## src/verilog/dftm_pkg.sv

```systemverilog
/*
 * shared constants and types of the set-point mode register link
 * assumes a 125 MHz system clock on both ends
 */
package dftm_pkg;
    // mode register addresses
    localparam logic [5:0] MA_CTL   = 6'h0D;
    localparam logic [5:0] MA_DQREF = 6'h0E;
    // training control and dq reference range bit positions
    localparam int BIT_TRAIN    = 0;
    localparam int BIT_PREAMBLE = 1;
    localparam int BIT_REFOUT   = 2;
    localparam int BIT_FASTREF  = 3;
    localparam int BIT_RATEOPT  = 4;
    localparam int BIT_MASKOFF  = 5;
    localparam int BIT_WRSEL = 6;
    localparam int BIT_OPSEL = 7;
    localparam int BIT_RANGE = 6;
    // values after reset
    localparam logic [7:0] CTL_RESET      = 8'h00;
    localparam logic [5:0] DQ_CODE_RESET  = 6'h1D;
    localparam logic       DQ_RANGE_RESET = 1'b1;
    localparam logic [5:0] DQ_CODE_MAX    = 6'h32;
    // refresh report codes
    localparam logic [2:0] RR_CODE_A = 3'h1;
    localparam logic [2:0] RR_CODE_B = 3'h2;
    localparam logic [2:0] RR_SUBST  = 3'h3;
    // timing
    localparam int CLK_PERIOD_NS  = 8;
    localparam int CK_PERIOD_NS   = 64;
    localparam int CK_HALF_CYCLES = CK_PERIOD_NS / (2 * CLK_PERIOD_NS);
    localparam int READ_WAIT_CK   = 2;
    // controller register offsets and fields
    localparam logic [3:0] REG_CMD    = 4'h0;
    localparam logic [3:0] REG_STATUS = 4'h4;
    localparam logic [3:0] REG_CTRL   = 4'h8;
    localparam int CMD_READ_BIT  = 16;
    localparam int ST_BUSY_BIT   = 0;
    localparam int ST_REFUSE_BIT = 1;
    localparam int ST_MASK_BIT   = 2;
    localparam logic [31:0] CTRL_RESET = 32'h0000_0000;
    localparam logic [1:0] RESP_OKAY   = 2'h0;
    localparam logic [1:0] RESP_SLVERR = 2'h2;

    // controller sequencer
    typedef enum logic [3:0] {
        CS_IDLE = 4'b0001,
        CS_WAKE = 4'b0010,
        CS_CMD  = 4'b0100,
        CS_WAIT = 4'b1000
    } dftm_ctl_state_t;
endpackage : dftm_pkg

```

## src/verilog/dftm_link_if.sv

```systemverilog
/*
 * link between controller and dram mode register logic
 * assumes both ends run on the same system clock; ck is a link signal
 */
`timescale 1ns/1ps
interface dftm_link_if;
    logic       ck;
    logic       cke;
    logic       cs;
    logic       mrw;
    logic [5:0] ma;
    logic [7:0] op;
    logic [5:0] ca;
    logic [7:0] dq_o;
    logic       dq_oe;

    modport ctrl (output ck, cke, cs, mrw, ma, op, ca, input dq_o, dq_oe);
    modport dram (input ck, cke, cs, mrw, ma, op, ca, output dq_o, dq_oe);
endinterface : dftm_link_if

```

## src/verilog/dftm_sync.sv

```systemverilog
/*
 * three-stage input synchroniser with agreement filter
 * assumes inputs asynchronous to clk
 */
`timescale 1ns/1ps
module dftm_sync #(
    parameter int W = 1
) (
    // clock and reset
    input  wire logic         clk,
    input  wire logic         rst_n,
    // raw and filtered level
    input  wire logic [W-1:0] din,
    output      logic [W-1:0] dout
);
    typedef struct packed {
        logic [W-1:0] s1;
        logic [W-1:0] s2;
        logic [W-1:0] s3;
        logic [W-1:0] lvl;
    } dftm_sync_state_t;

    dftm_sync_state_t s;
    dftm_sync_state_t next_s;

    // shift and accept where stages two and three agree
    always_comb begin
        next_s    = s;
        next_s.s1 = din;
        next_s.s2 = s.s1;
        next_s.s3 = s.s2;
        for (int i = 0; i < W; i++) begin
            if (s.s2[i] == s.s3[i]) begin
                next_s.lvl[i] = s.s3[i];
            end
        end
    end

    always_ff @(posedge clk or negedge rst_n) begin
        if (!rst_n) begin
            s <= '0;
        end else begin
            s <= next_s;
        end
    end

    assign dout = s.lvl;
endmodule : dftm_sync

```

## src/verilog/dftm_ctrl.sv

```systemverilog
/*
 * controller end: axi4-lite registers, ck divider, command sequencer
 * assumes a 32-bit axi4-lite master and the dram end on the link
 */
`timescale 1ns/1ps
module dftm_ctrl
    import dftm_pkg::*;
(
    // clock and reset
    input  wire logic        clk,
    input  wire logic        rst_n,
    // axi4-lite write
    input  wire logic [3:0]  s_axi_awaddr,
    input  wire logic        s_axi_awvalid,
    output      logic        s_axi_awready,
    input  wire logic [31:0] s_axi_wdata,
    input  wire logic [3:0]  s_axi_wstrb,
    input  wire logic        s_axi_wvalid,
    output      logic        s_axi_wready,
    output      logic [1:0]  s_axi_bresp,
    output      logic        s_axi_bvalid,
    input  wire logic        s_axi_bready,
    // axi4-lite read
    input  wire logic [3:0]  s_axi_araddr,
    input  wire logic        s_axi_arvalid,
    output      logic        s_axi_arready,
    output      logic [31:0] s_axi_rdata,
    output      logic [1:0]  s_axi_rresp,
    output      logic        s_axi_rvalid,
    input  wire logic        s_axi_rready,
    // link to dram
    dftm_link_if.ctrl        link
);
    typedef struct packed {
        logic            aw_got;
        logic [3:0]      awaddr;
        logic            w_got;
        logic [31:0]     wdata;
        logic [3:0]      wstrb;
        logic            bvalid;
        logic [1:0]      bresp;
        logic            rvalid;
        logic [31:0]     rdata;
        logic [1:0]      rresp;
        logic [31:0]     ctrl;
        logic [16:0]     cmd;
        logic            pend;
        logic            refused;
        logic            mask_ok;
        logic [7:0]      rd_byte;
        dftm_ctl_state_t st;
        logic [1:0]      wait_ck;
        logic [7:0]      div;
        logic            ck;
        logic            cke;
        logic            cs;
    } dftm_ctrl_state_t;

    dftm_ctrl_state_t s;
    dftm_ctrl_state_t next_s;
    logic [8:0]       dq_l;
    logic             ck_fall;
    logic [31:0]      status;

    dftm_sync #(
        .W (9)
    ) u_dq_sync (
        .clk   (clk),
        .rst_n (rst_n),
        .din   ({link.dq_oe, link.dq_o}),
        .dout  (dq_l)
    );

    // byte-lane merge
    function automatic logic [31:0] merge(
        input logic [31:0] old,
        input logic [31:0] nw,
        input logic [3:0]  strb
    );
        for (int i = 0; i < 4; i++) begin
            merge[8*i +: 8] = strb[i] ? nw[8*i +: 8] : old[8*i +: 8];
        end
    endfunction : merge

    assign status = {16'h0000, s.rd_byte, 5'h00, s.mask_ok,
                     s.refused, ~s.st[0] | s.pend};
    assign ck_fall = s.ck && (s.div == 8'(CK_HALF_CYCLES - 1));

    always_comb begin
        next_s = s;
        // free-running ck divider
        if (s.div == 8'(CK_HALF_CYCLES - 1)) begin
            next_s.div = 8'h00;
            next_s.ck  = ~s.ck;
        end else begin
            next_s.div = s.div + 8'h01;
        end
        // write channel, address and data in either order
        if (s_axi_awvalid && s_axi_awready) begin
            next_s.aw_got = 1'b1;
            next_s.awaddr = s_axi_awaddr;
        end
        if (s_axi_wvalid && s_axi_wready) begin
            next_s.w_got = 1'b1;
            next_s.wdata = s_axi_wdata;
            next_s.wstrb = s_axi_wstrb;
        end
        if (s.aw_got && s.w_got) begin
            next_s.aw_got = 1'b0;
            next_s.w_got  = 1'b0;
            next_s.bvalid = 1'b1;
            next_s.bresp  = RESP_OKAY;
            unique case (s.awaddr)
                REG_CMD: begin
                    if (s.st[0] && !s.pend && s.wstrb[0]) begin
                        next_s.cmd     = s.wdata[16:0];
                        next_s.pend    = 1'b1;
                        next_s.refused = 1'b0;
                    end
                end
                REG_STATUS: begin
                    if (s.wstrb[0] && s.wdata[ST_REFUSE_BIT]) begin
                        next_s.refused = 1'b0;
                    end
                end
                REG_CTRL: next_s.ctrl = merge(s.ctrl, s.wdata, s.wstrb);
                default:  next_s.bresp = RESP_SLVERR;
            endcase
        end
        if (s.bvalid && s_axi_bready) begin
            next_s.bvalid = 1'b0;
        end
        // read channel
        if (s_axi_arvalid && s_axi_arready) begin
            next_s.rvalid = 1'b1;
            next_s.rresp  = RESP_OKAY;
            unique case (s_axi_araddr)
                REG_CMD:    next_s.rdata = {15'h0000, s.cmd};
                REG_STATUS: next_s.rdata = status;
                REG_CTRL:   next_s.rdata = s.ctrl;
                default: begin
                    next_s.rdata = 32'h0000_0000;
                    next_s.rresp = RESP_SLVERR;
                end
            endcase
        end else if (s.rvalid && s_axi_rready) begin
            next_s.rvalid = 1'b0;
        end
        // sequencer steps on ck falling edges
        if (ck_fall) begin
            unique case (s.st)
                CS_IDLE: begin
                    next_s.cke = ~s.ctrl[0];
                    if (s.pend) begin
                        next_s.pend = 1'b0;
                        // reserved reference codes are not sent
                        if (!s.cmd[CMD_READ_BIT] && s.cmd[13:8] == MA_DQREF
                            && s.cmd[5:0] > DQ_CODE_MAX) begin
                            next_s.refused = 1'b1;
                        end else begin
                            next_s.cke = 1'b1;
                            next_s.st  = CS_WAKE;
                        end
                    end
                end
                CS_WAKE: begin
                    next_s.cs = 1'b1;
                    next_s.st = CS_CMD;
                    // shadow of mask state for masked writes
                    if (!s.cmd[CMD_READ_BIT] && s.cmd[13:8] == MA_CTL) begin
                        next_s.mask_ok = ~s.cmd[BIT_MASKOFF];
                    end
                end
                CS_CMD: begin
                    next_s.cs      = 1'b0;
                    next_s.wait_ck = 2'(READ_WAIT_CK);
                    next_s.st = s.cmd[CMD_READ_BIT] ? CS_WAIT : CS_IDLE;
                end
                CS_WAIT: begin
                    next_s.wait_ck = s.wait_ck - 2'h1;
                    if (s.wait_ck == 2'h1) begin
                        next_s.rd_byte = dq_l[8] ? dq_l[7:0] : 8'h00;
                        next_s.st      = CS_IDLE;
                    end
                end
            endcase
        end
    end

    always_ff @(posedge clk or negedge rst_n) begin
        if (!rst_n) begin
            s         <= '0;
            s.ctrl    <= CTRL_RESET;
            s.mask_ok <= 1'b1;
            s.st      <= CS_IDLE;
            s.cke     <= 1'b1;
        end else begin
            s <= next_s;
        end
    end

    // handshakes
    assign s_axi_awready = ~s.aw_got & ~s.bvalid;
    assign s_axi_wready  = ~s.w_got & ~s.bvalid;
    assign s_axi_bvalid  = s.bvalid;
    assign s_axi_bresp   = s.bresp;
    assign s_axi_arready = ~s.rvalid;
    assign s_axi_rvalid  = s.rvalid;
    assign s_axi_rdata   = s.rdata;
    assign s_axi_rresp   = s.rresp;

    // link drive; whole byte keeps range with code
    assign link.ck  = s.ck;
    assign link.cke = s.cke;
    assign link.cs  = s.cs;
    assign link.mrw = ~s.cmd[CMD_READ_BIT];
    assign link.ma  = s.cmd[13:8];
    assign link.op  = s.cmd[7:0];
    assign link.ca  = s.ctrl[13:8];
endmodule : dftm_ctrl

```

## src/flat_wrapper.sv

```systemverilog
// flat-port wrapper written by rule: the top's interface ports become plain ports
module dftm_ctrl_flat import dftm_pkg::*;
  (clk, rst_n, s_axi_awaddr, s_axi_awvalid, s_axi_awready, s_axi_wdata, s_axi_wstrb, s_axi_wvalid, s_axi_wready, s_axi_bresp, s_axi_bvalid, s_axi_bready, s_axi_araddr, s_axi_arvalid, s_axi_arready, s_axi_rdata, s_axi_rresp, s_axi_rvalid, s_axi_rready, link_ck, link_cke, link_cs, link_mrw, link_ma, link_op, link_ca, link_dq_o, link_dq_oe);
  dftm_link_if link_i ();
  input  wire logic clk;
  input  wire logic rst_n;
  input  wire logic [3:0] s_axi_awaddr;
  input  wire logic s_axi_awvalid;
  output      logic s_axi_awready;
  input  wire logic [31:0] s_axi_wdata;
  input  wire logic [3:0] s_axi_wstrb;
  input  wire logic s_axi_wvalid;
  output      logic s_axi_wready;
  output      logic [1:0] s_axi_bresp;
  output      logic s_axi_bvalid;
  input  wire logic s_axi_bready;
  input  wire logic [3:0] s_axi_araddr;
  input  wire logic s_axi_arvalid;
  output      logic s_axi_arready;
  output      logic [31:0] s_axi_rdata;
  output      logic [1:0] s_axi_rresp;
  output      logic s_axi_rvalid;
  input  wire logic s_axi_rready;
  output wire logic [$bits(link_i.ck)-1:0] link_ck;
  output wire logic [$bits(link_i.cke)-1:0] link_cke;
  output wire logic [$bits(link_i.cs)-1:0] link_cs;
  output wire logic [$bits(link_i.mrw)-1:0] link_mrw;
  output wire logic [$bits(link_i.ma)-1:0] link_ma;
  output wire logic [$bits(link_i.op)-1:0] link_op;
  output wire logic [$bits(link_i.ca)-1:0] link_ca;
  input wire logic [$bits(link_i.dq_o)-1:0] link_dq_o;
  input wire logic [$bits(link_i.dq_oe)-1:0] link_dq_oe;
  assign link_ck = link_i.ck;
  assign link_cke = link_i.cke;
  assign link_cs = link_i.cs;
  assign link_mrw = link_i.mrw;
  assign link_ma = link_i.ma;
  assign link_op = link_i.op;
  assign link_ca = link_i.ca;
  assign link_i.dq_o = link_dq_o;
  assign link_i.dq_oe = link_dq_oe;
  dftm_ctrl u_core (.clk(clk), .rst_n(rst_n), .s_axi_awaddr(s_axi_awaddr), .s_axi_awvalid(s_axi_awvalid), .s_axi_awready(s_axi_awready), .s_axi_wdata(s_axi_wdata), .s_axi_wstrb(s_axi_wstrb), .s_axi_wvalid(s_axi_wvalid), .s_axi_wready(s_axi_wready), .s_axi_bresp(s_axi_bresp), .s_axi_bvalid(s_axi_bvalid), .s_axi_bready(s_axi_bready), .s_axi_araddr(s_axi_araddr), .s_axi_arvalid(s_axi_arvalid), .s_axi_arready(s_axi_arready), .s_axi_rdata(s_axi_rdata), .s_axi_rresp(s_axi_rresp), .s_axi_rvalid(s_axi_rvalid), .s_axi_rready(s_axi_rready), .link(link_i));
endmodule
```

## config.mk

```make
export PLATFORM = sky130hd
export DESIGN_NAME = dftm_ctrl_flat
export DESIGN_NICKNAME = d
export VERILOG_FILES = /design/src/verilog/dftm_pkg.sv /design/src/verilog/dftm_link_if.sv /design/src/verilog/dftm_sync.sv /design/src/verilog/dftm_ctrl.sv /design/src/flat_wrapper.sv
export SDC_FILE = /design/constraint.sdc
export NUM_CORES = 1
export LEC_CHECK = 0
export ABC_AREA = 1
export BUFFER_PORTS_ARGS = -buffer_cell sky130_fd_sc_hd__buf_2
export CORE_ASPECT_RATIO = 2
export CORE_MARGIN = 10
export CORE_UTILIZATION = 59
export CTS_CLUSTER_SIZE = 40
export DETAILED_ROUTE_END_ITERATION = 8
export GPL_TIMING_DRIVEN = 0
export PLACE_DENSITY = 0.83
export SYNTH_ARGS = -nofsm -noshare
export SYNTH_HDL_FRONTEND = slang
export SYNTH_SLANG_ARGS = --single-unit
```

## constraint.sdc

```tcl
create_clock -name clk -period 3.1 [get_ports clk]
set_input_delay 0 -clock clk [delete_from_list [all_inputs] [get_ports clk]]
set_output_delay 0 -clock clk [all_outputs]
set_load 0.02 [all_outputs]
```

==> out/qor.txt, run 1 <==
=================================================================================
Total congestion overflow                                                       0
Number of different library cells in the post-synthesis netlist                32
Power density over the cells                                         736.8 mW/mm^2
Net count of the finished layout                                            1,076
Synthesized area                                                     0.007971 sq mm
RSZ-0062 raised after global routing                                        false
Vias in the first global route                                              6,627
Final count of pins violating max slew                                          0
Max-Slew Margin vs Limit                                                   55.83%
Clock buffers created by TritonCTS                                             17
Clock root buffer                                                       clkbuf_16
Number of setup buffers added after CTS                                         0
Diodes inserted                                                                 0
Leading post-synthesis cells by instance count                       nand2_1, dfrtp_1, buf_4, inv_1, nor2_1
Vias after detailed routing                                                 6,360
Post-synth ARST share                                                      100.0%
Fraction of layout cells with a size suffix above 1                        27.36%
Starting Density                                                           59.65%
Largest net degree at the start of global routing                             122
Leakage power                                                            5.237 nW
Growth of design area from synthesis to finish                             25.00%
Worst Setup Start Kind                                                   register
Length of the first detailed-routing pass in iterations                         5
Synth top area cells                                                 dfrtp_1, nand2_1, buf_4, o21ai_2, inv_1
Number of instances resized during post-cts repair                              0
Count of nets left with antenna violations after detail routing                 0
GRT Total Usage                                                            22.96%
Post-route fraction of the period consumed by the critical path            61.76%
CTS Buffer Depth                                                                2
Transition at the pin with the smallest max-transition slack            0.6626 ns
Core ar.                                                             0.01336 sq mm
Port bufs                                                                     122
Number of register bits inferred by synthesis                                 191
Average size of a mapped cell                                         9.757 sq um
Remaining design rule violation count                                           0
Data required time at the worst endpoint                                  3.38 ns
Floorplan die width                                                      102.2 um
Avg Vias per Cell                                                           5.381
Final period demand of the worst path                                    1.915 ns
Critical path fanouts, max                                                     10
Share of the core filled with cells                                        74.57%
GPL Wtd Cong                                                               0.8225
Number of antenna violations at the first check in global routing               0
Cell with the most instances after synthesis                              nand2_1
CP endpoint kind                                                         register
Register clock-pin slew on the reported worst setup and hold paths        0.07 ns
Type of the most critical hold path                                  input pin to register
Hold slack final                                                       0.03524 ns
Critical setup path kind                                             register to register
Total detailed-routing wirelength                                       20,800 um
Final setup TNS                                                              0 ns
Largest vdd supply drop                                                 0.6079 mV
Number of failing setup endpoints in the final timing report                    0
Number of synthesized flops with an enable pin                                  0
Seq/Total Area, Yosys                                                      60.01%
Clk sink count                                                                191
TritonCTS clock tree                                                         done
Ys flop type                                                              dfrtp_1
Number of cells produced by synthesis                                         817
Detailed placer's ending HPWL                                           13,820 um
Wire length of the first global-routing pass                            33,240 um
Height of the die                                                        184.4 um
Count of standard-cell rows                                                    60
Count of synthesis-stage warnings from yosys                                    0
Number of max-cap violations                                                    0
Hold Violations, Final                                                          0
Level count of the clock H-tree                                                 4
Result of the run                                                    complete, no violations
Number of DRC violations after detailed-routing iteration 0                   469
Average detailed-routed wire length per instance                         17.60 um
Largest area contributor in the netlist                                   dfrtp_1
Data arrival at the endpoint of the critical path                         2.19 ns
Total Die Area                                                       0.01884 sq mm
Achievable Freq                                                        0.5223 GHz
Worst-case clock skew                                                  0.01285 ns
# hold bufs at CTS                                                             54
Boundary pin count                                                            125
Insertion delay of the later-clocked pin in the worst-skew pair           0.44 ns
Area share of the largest cell type after synthesis                        59.02%
=================================================================================
[stage by stage]
step	area [sq um]	worst slack [ns]	instances	power, W
after detailed placement	8817	1.272	1096	0.005014
after floorplan	7975	1.455	818	0.004441
after global placement	8780	-0.9284	1095	0.004928
after global routing	9965	1.047	1182	0.007680
after CTS	9965	1.241	1182	0.007303
final	9965	1.185	1182	0.007342
[cell usage in the layout (no fill, tap or decap), types with 10 or more instances in the layout]
| cell | n |
|---|---|
| nand3_1 | 38 |
| nor2_1 | 51 |
| clkbuf_1 | 10 |
| dlygate4sd3_1 | 54 |
| nand2_1 | 240 |
| a21oi_1 | 30 |
| inv_1 | 57 |
| o21ai_0 | 41 |
| buf_2 | 130 |
| mux2_2 | 19 |
| dfrtp_1 | 188 |
| clkbuf_16 | 17 |
| buf_4 | 57 |
| o21ai_2 | 27 |
[final timing paths]
| check | from | endpoint | slack (ns) | cells past startpoint |
|---|---|---|---|---|
| setup reg to reg | u_core.s[153]$_DFFE_PN0P_ | u_core.link.ma[2]$_DFFE_PN0P_ | 1.19 | 7 |
| max in group asynchronous | rst_n | u_core.s[136]$_DFFE_PN0P_ | 2.03 | 3 |
| hold reg to reg | u_core.u_dq_sync.next_s[26]$_DFF_PN0_ | u_core.u_dq_sync.next_s[17]$_DFF_PN0_ | 0.35 | 0 |
| min in group asynchronous | rst_n | u_core.s_axi_rdata[9]$_DFFE_PN0P_ | 0.08 | 2 |
| setup / recovery | u_core.s[153]$_DFFE_PN0P_ | u_core.link.ma[2]$_DFFE_PN0P_ | 1.19 | 7 |
| hold / removal | s_axi_araddr[3] | u_core.s_axi_rresp[1]$_DFFE_PN0P_ | 0.04 | 5 |
[cells by family (layout without fill, tap and decap cells)]
group                      Yosys count  after routing  share of synthesized area (%)
and+or+nand+nor                    348            348                          17.80
DFF                                191            191                          60.01
buffers and inverters              140            349                          9.700
AOI/OAI and AO/OA                  104            104                          7.989
muxes                               19             19                          2.684
adders and majority gates           11             11                          1.444
xor gates and xnor gates             3              3                         0.3297
other                                1              2                        0.04704
[report_power, final]
part | internal [W] | switching (W) | leakage (nW)
combinational | 0.000687 | 0.00104 | 2.51
clock | 0.00118 | 0.00104 | 0.295
sequential | 0.00302 | 0.000382 | 2.43
total | 0.00488 | 0.00246 | 5.24
[flip-flops by register name (all words and copies together), names as in the netlist]
name                     flops
u_core.u_dq_sync.dout        9
u_core.s_axi_bvalid          1
u_core.link.ck               1
u_core.u_dq_sync.s           9
u_core.s_axi_bresp           1
u_core.link.cke              1
u_core.s_axi_rdata          32
u_core.s_axi_rvalid          1
u_core.link.ca               6
u_core.link.ma               6
u_core.link.cs               1
u_core.s_axi_rresp           1
u_core.u_dq_sync.next_s     18
u_core.s                    96
u_core.link.op               8
[per-layer routing]
metal	track usage [%]	wire length (um)	up-vias
met3	4.464	1121	87
li1	-	-	2940
met4	14.64	1198	0
met5	0	0	-
met2	40.56	11260	253
met1	23.83	7222	3080
[critical path, stage by stage, from the launching register on]
cell	delay [ns]
dfrtp_1	0.38
nor2_1	0.18
nand2_1	0.16
nor2_1	0.18
nand2_1	0.25
clkbuf_1	0.35
nand2_1	0.13
o21ai_0	0.13
[area by class of cell]
type / instances / area [sq um]
flip-flops and latches: 191 / 4783
well taps: 155 / 193.9
repair buffers: 177 / 1189
fillers: 882 / 3398
multi-input cells: 487 / 2419
clock inverters: 14 / 167.7
inverters: 59 / 221.5
plain buffers: 81 / 551.8
clock buffers: 18 / 439.2
Power figures use the tool's default switching activity.
==> run 2, diff against run 1 <==
--- a/config.mk
+++ b/config.mk
@@ -9,11 +9,11 @@
 export BUFFER_PORTS_ARGS = -buffer_cell sky130_fd_sc_hd__buf_2
 export CORE_ASPECT_RATIO = 2
 export CORE_MARGIN = 10
-export CORE_UTILIZATION = 59
+export CORE_UTILIZATION = 51
 export CTS_CLUSTER_SIZE = 40
 export DETAILED_ROUTE_END_ITERATION = 8
 export GPL_TIMING_DRIVEN = 0
-export PLACE_DENSITY = 0.83
+export PLACE_DENSITY = 0.76
 export SYNTH_ARGS = -nofsm -noshare
 export SYNTH_HDL_FRONTEND = slang
 export SYNTH_SLANG_ARGS = --single-unit
==> constraint.sdc (replaced) <==
create_clock -name clk -period 1.6 [get_ports clk]
set_input_delay 0 -clock clk [delete_from_list [all_inputs] [get_ports clk]]
set_output_delay 0 -clock clk [all_outputs]
set_load 0.02 [all_outputs]
==> run 2 against run 1 <==
Final area up 2.6%; clock skew is 0.0033 ns lower; utilization down 7.7 points; critical path type unchanged; critical endpoint is now u_core.s[23]$_DFFE_PN0P_.
==> out/qor.txt, run 2 (synthesis gave the netlist of run 1 again) <==
=================================================================================
Clock root buffer                                                       clkbuf_16
Post-layout instance count excluding filler cells                           1,232   +4.2%
Total congestion overflow                                                       0   unchanged
Floorplan die width                                                      108.4 um   +6.1%
Met3 usage in global routing                                               4.150%   -0.31 points
Number of DRC violations after detailed-routing iteration 0                   279   -41%
TritonCTS clock tree                                                         done
Number of cells after detailed placement                                    1,139   +3.9%
Clock buffers created by TritonCTS                                             17   unchanged
Leading cell types in the layout, fill and taps excluded             nand2_1, dfrtp_1, buf_2
Fraction of layout cells with a size suffix above 1                        30.56%   +3.2 points
Hold Violations, Final                                                          0   unchanged
Count of standard-cell rows                                                    64   +6.7%
Vias after detailed routing                                                 6,119   -3.8%
Worst Setup Start Kind                                                   register
Largest Register                                                         u_core.s
Boundary pin count                                                            125   unchanged
Diodes inserted                                                                 0   unchanged
Critical setup path kind                                             register to register
Power density over the cells                                         1376 mW/mm^2   +87%
Port bufs                                                                     122   unchanged
Transition at the pin with the smallest max-transition slack            0.5663 ns   -0.09629 ns
Total Die Area                                                       0.02133 sq mm   +13%
Vias in the first global route                                              6,409   -3.3%
Final period demand of the worst path                                    1.536 ns   -0.3785 ns
Starting Density                                                           52.12%   -7.5 points
Average detailed-routed wire length per instance                         15.96 um   -9.3%
Register clock-pin slew on the reported worst setup and hold paths        0.07 ns   about the same
Achievable Freq                                                        0.6510 GHz   +25%
Fill count                                                                  1,174   +33%
Critical path fanouts, max                                                      5   -5
Hold slack final                                                       0.03570 ns   +0.0004523 ns
CTS Buffer Depth                                                                2   unchanged
Final count of pins violating max slew                                          0   unchanged
Number of antenna violations at the first check in global routing               0   unchanged
Largest net degree at the start of global routing                             120   -1.6%
CP endpoint kind                                                         register
Number of failing setup endpoints in the final timing report                    0   unchanged
Total detailed-routing wirelength                                       19,670 um   -5.5%
Data arrival at the endpoint of the critical path                         1.86 ns   -0.33 ns
Insertion delay of the later-clocked pin in the worst-skew pair           0.43 ns   about the same
Clk sink count                                                                191   unchanged
Result of the run                                                    complete, no violations
Height of the die                                                        196.8 um   +6.7%
Avg Vias per Cell                                                           4.967   -7.7%
Core ar.                                                             0.01529 sq mm   +14%
Net count of the finished layout                                            1,083   +0.65%
Max-Slew Margin vs Limit                                                   62.25%   +6.4 points
Worst setup slack after placement                                      -0.2364 ns   -1.509 ns
Wire length of the first global-routing pass                            31,800 um   -4.3%
Type of the most critical hold path                                  input pin to register
Count of nets left with antenna violations after detail routing                 0   unchanged
Post-route fraction of the period consumed by the critical path            96.01%   +34 points
Largest register FFs                                                           96   unchanged
Leakage power                                                            5.338 nW   +1.9%
Leading cell type in the layout, fill and taps excluded                   nand2_1
Length of the first detailed-routing pass in iterations                         4   -1
Detailed placer's ending HPWL                                           13,770 um   -0.37%
Worst-case clock skew                                                 0.009507 ns   -0.003347 ns
GRT met2 Usage                                                             33.49%   -7.1 points
Number of max-cap violations                                                    0   unchanged
Level count of the clock H-tree                                                 4   unchanged
Met1 usage                                                                 20.22%   -3.6 points
GPL Wtd Cong                                                               0.8644   +5.1%
Growth of design area from synthesis to finish                             28.22%
Remaining design rule violation count                                           0   unchanged
Largest vdd supply drop                                                 0.9887 mV   +63%
GRT Total Usage                                                            18.98%   -4.0 points
Worst Setup Slack, final                                               0.06384 ns   -1.121 ns
Top Usage Layer GRT                                                          met2
Data required time at the worst endpoint                                  1.93 ns   -1.45 ns
Area of all placed cells without fillers                             0.01022 sq mm   +2.6%
Placed cell areas                                                    0.008874 sq mm   +0.64%
=================================================================================
## run 2: changes by cell type in the layout (fill, tap and decap cells not counted), moves of 3 or more
cell / delta
buf_2: -3
buf_4: +9
buf_6: +4
clkbuf_1: -5
clkinv_2: +3
nand2_1: -6
nand2_2: +5
nand3_1: -3
nor2_1: -8
nor2_2: +3
nor2_4: +5
## run 2: critical path, cell delays in order (launching register included)
cell and delay, ns:
dfrtp_1 0.37, ha_2 0.20, nand2_2 0.08, nor2_4 0.11
nand3_4 0.15, nor2_4 0.16, nand2_4 0.10, buf_12 0.15
nand2_1 0.06, o21ai_2 0.05
## run 2: worst paths after layout
path / startpoint / to / cells past startpoint / slack, ns
worst max-delay path: u_core.s[3]$_DFF_PN0_ / u_core.s[23]$_DFFE_PN0P_ / 9 / 0.06
worst min-delay path: s_axi_araddr[0] / u_core.s_axi_rresp[1]$_DFFE_PN0P_ / 5 / 0.04
worst max register to register: u_core.s[3]$_DFF_PN0_ / u_core.s[23]$_DFFE_PN0P_ / 9 / 0.06
worst min register to register: u_core.u_dq_sync.next_s[19]$_DFF_PN0_ / u_core.u_dq_sync.next_s[10]$_DFF_PN0_ / 0 / 0.35
max in group asynchronous: rst_n / u_core.s[13]$_DFFE_PN1P_ / 3 / 0.50
min in group asynchronous: rst_n / u_core.s[153]$_DFFE_PN0P_ / 2 / 0.11
## run 2: final cells by class
class                      instances  area [sq um]  area share [%]
timing repair buffer             187          1289           12.61
buffer                            78         580.6           5.680
tap                              198         247.7           2.424
multi-input combinational        487          2512           24.58
sequential                       191          4783           46.80
clock buffer                      18         439.2           4.297
inverter                          59         224.0           2.191
clock inverter                    14         145.1           1.420
## run 2: where the power goes
part	internal, W	total (W)	switching, W
clock network	0.00225	0.00418	0.00194
registers	0.00585	0.00656	0.000705
logic	0.00136	0.00333	0.00197
## run 2: metal layers
layer	vias up	routed length [um]	share of wire [%]
met5	-	0	0
met4	0	814	4.1
met3	47	917	4.7
met2	159	10660	54
met1	2939	7278	37
li1	2974	-	-
## run 2: what timing repair did
action / CTS / global route
setup buffers: 6 / 3
resized for setup: 14 / 39
gates cloned: 0 / 1
pin swaps: 3 / 7
hold endpoints to repair: 125 / 0
hold buffers: 54 / 0
setup endpoints to repair: 67 / 80
## run 2: stage by stage
| step | util (%) | power, W | setup TNS (ns) |
|---|---|---|---|
| 5_1_grt | 66.83 | 0.01476 | -0.2797 |
| 3_3_place_gp | 57.77 | 0.009580 | -467.62 |
| 6_report | 66.83 | 0.01407 | 0 |
| 3_5_place_dp | 58.02 | 0.009722 | -8.201 |
| 2_1_floorplan | - | 0.008611 | 0 |
| 4_1_cts | 65.82 | 0.01405 | -0.02637 |
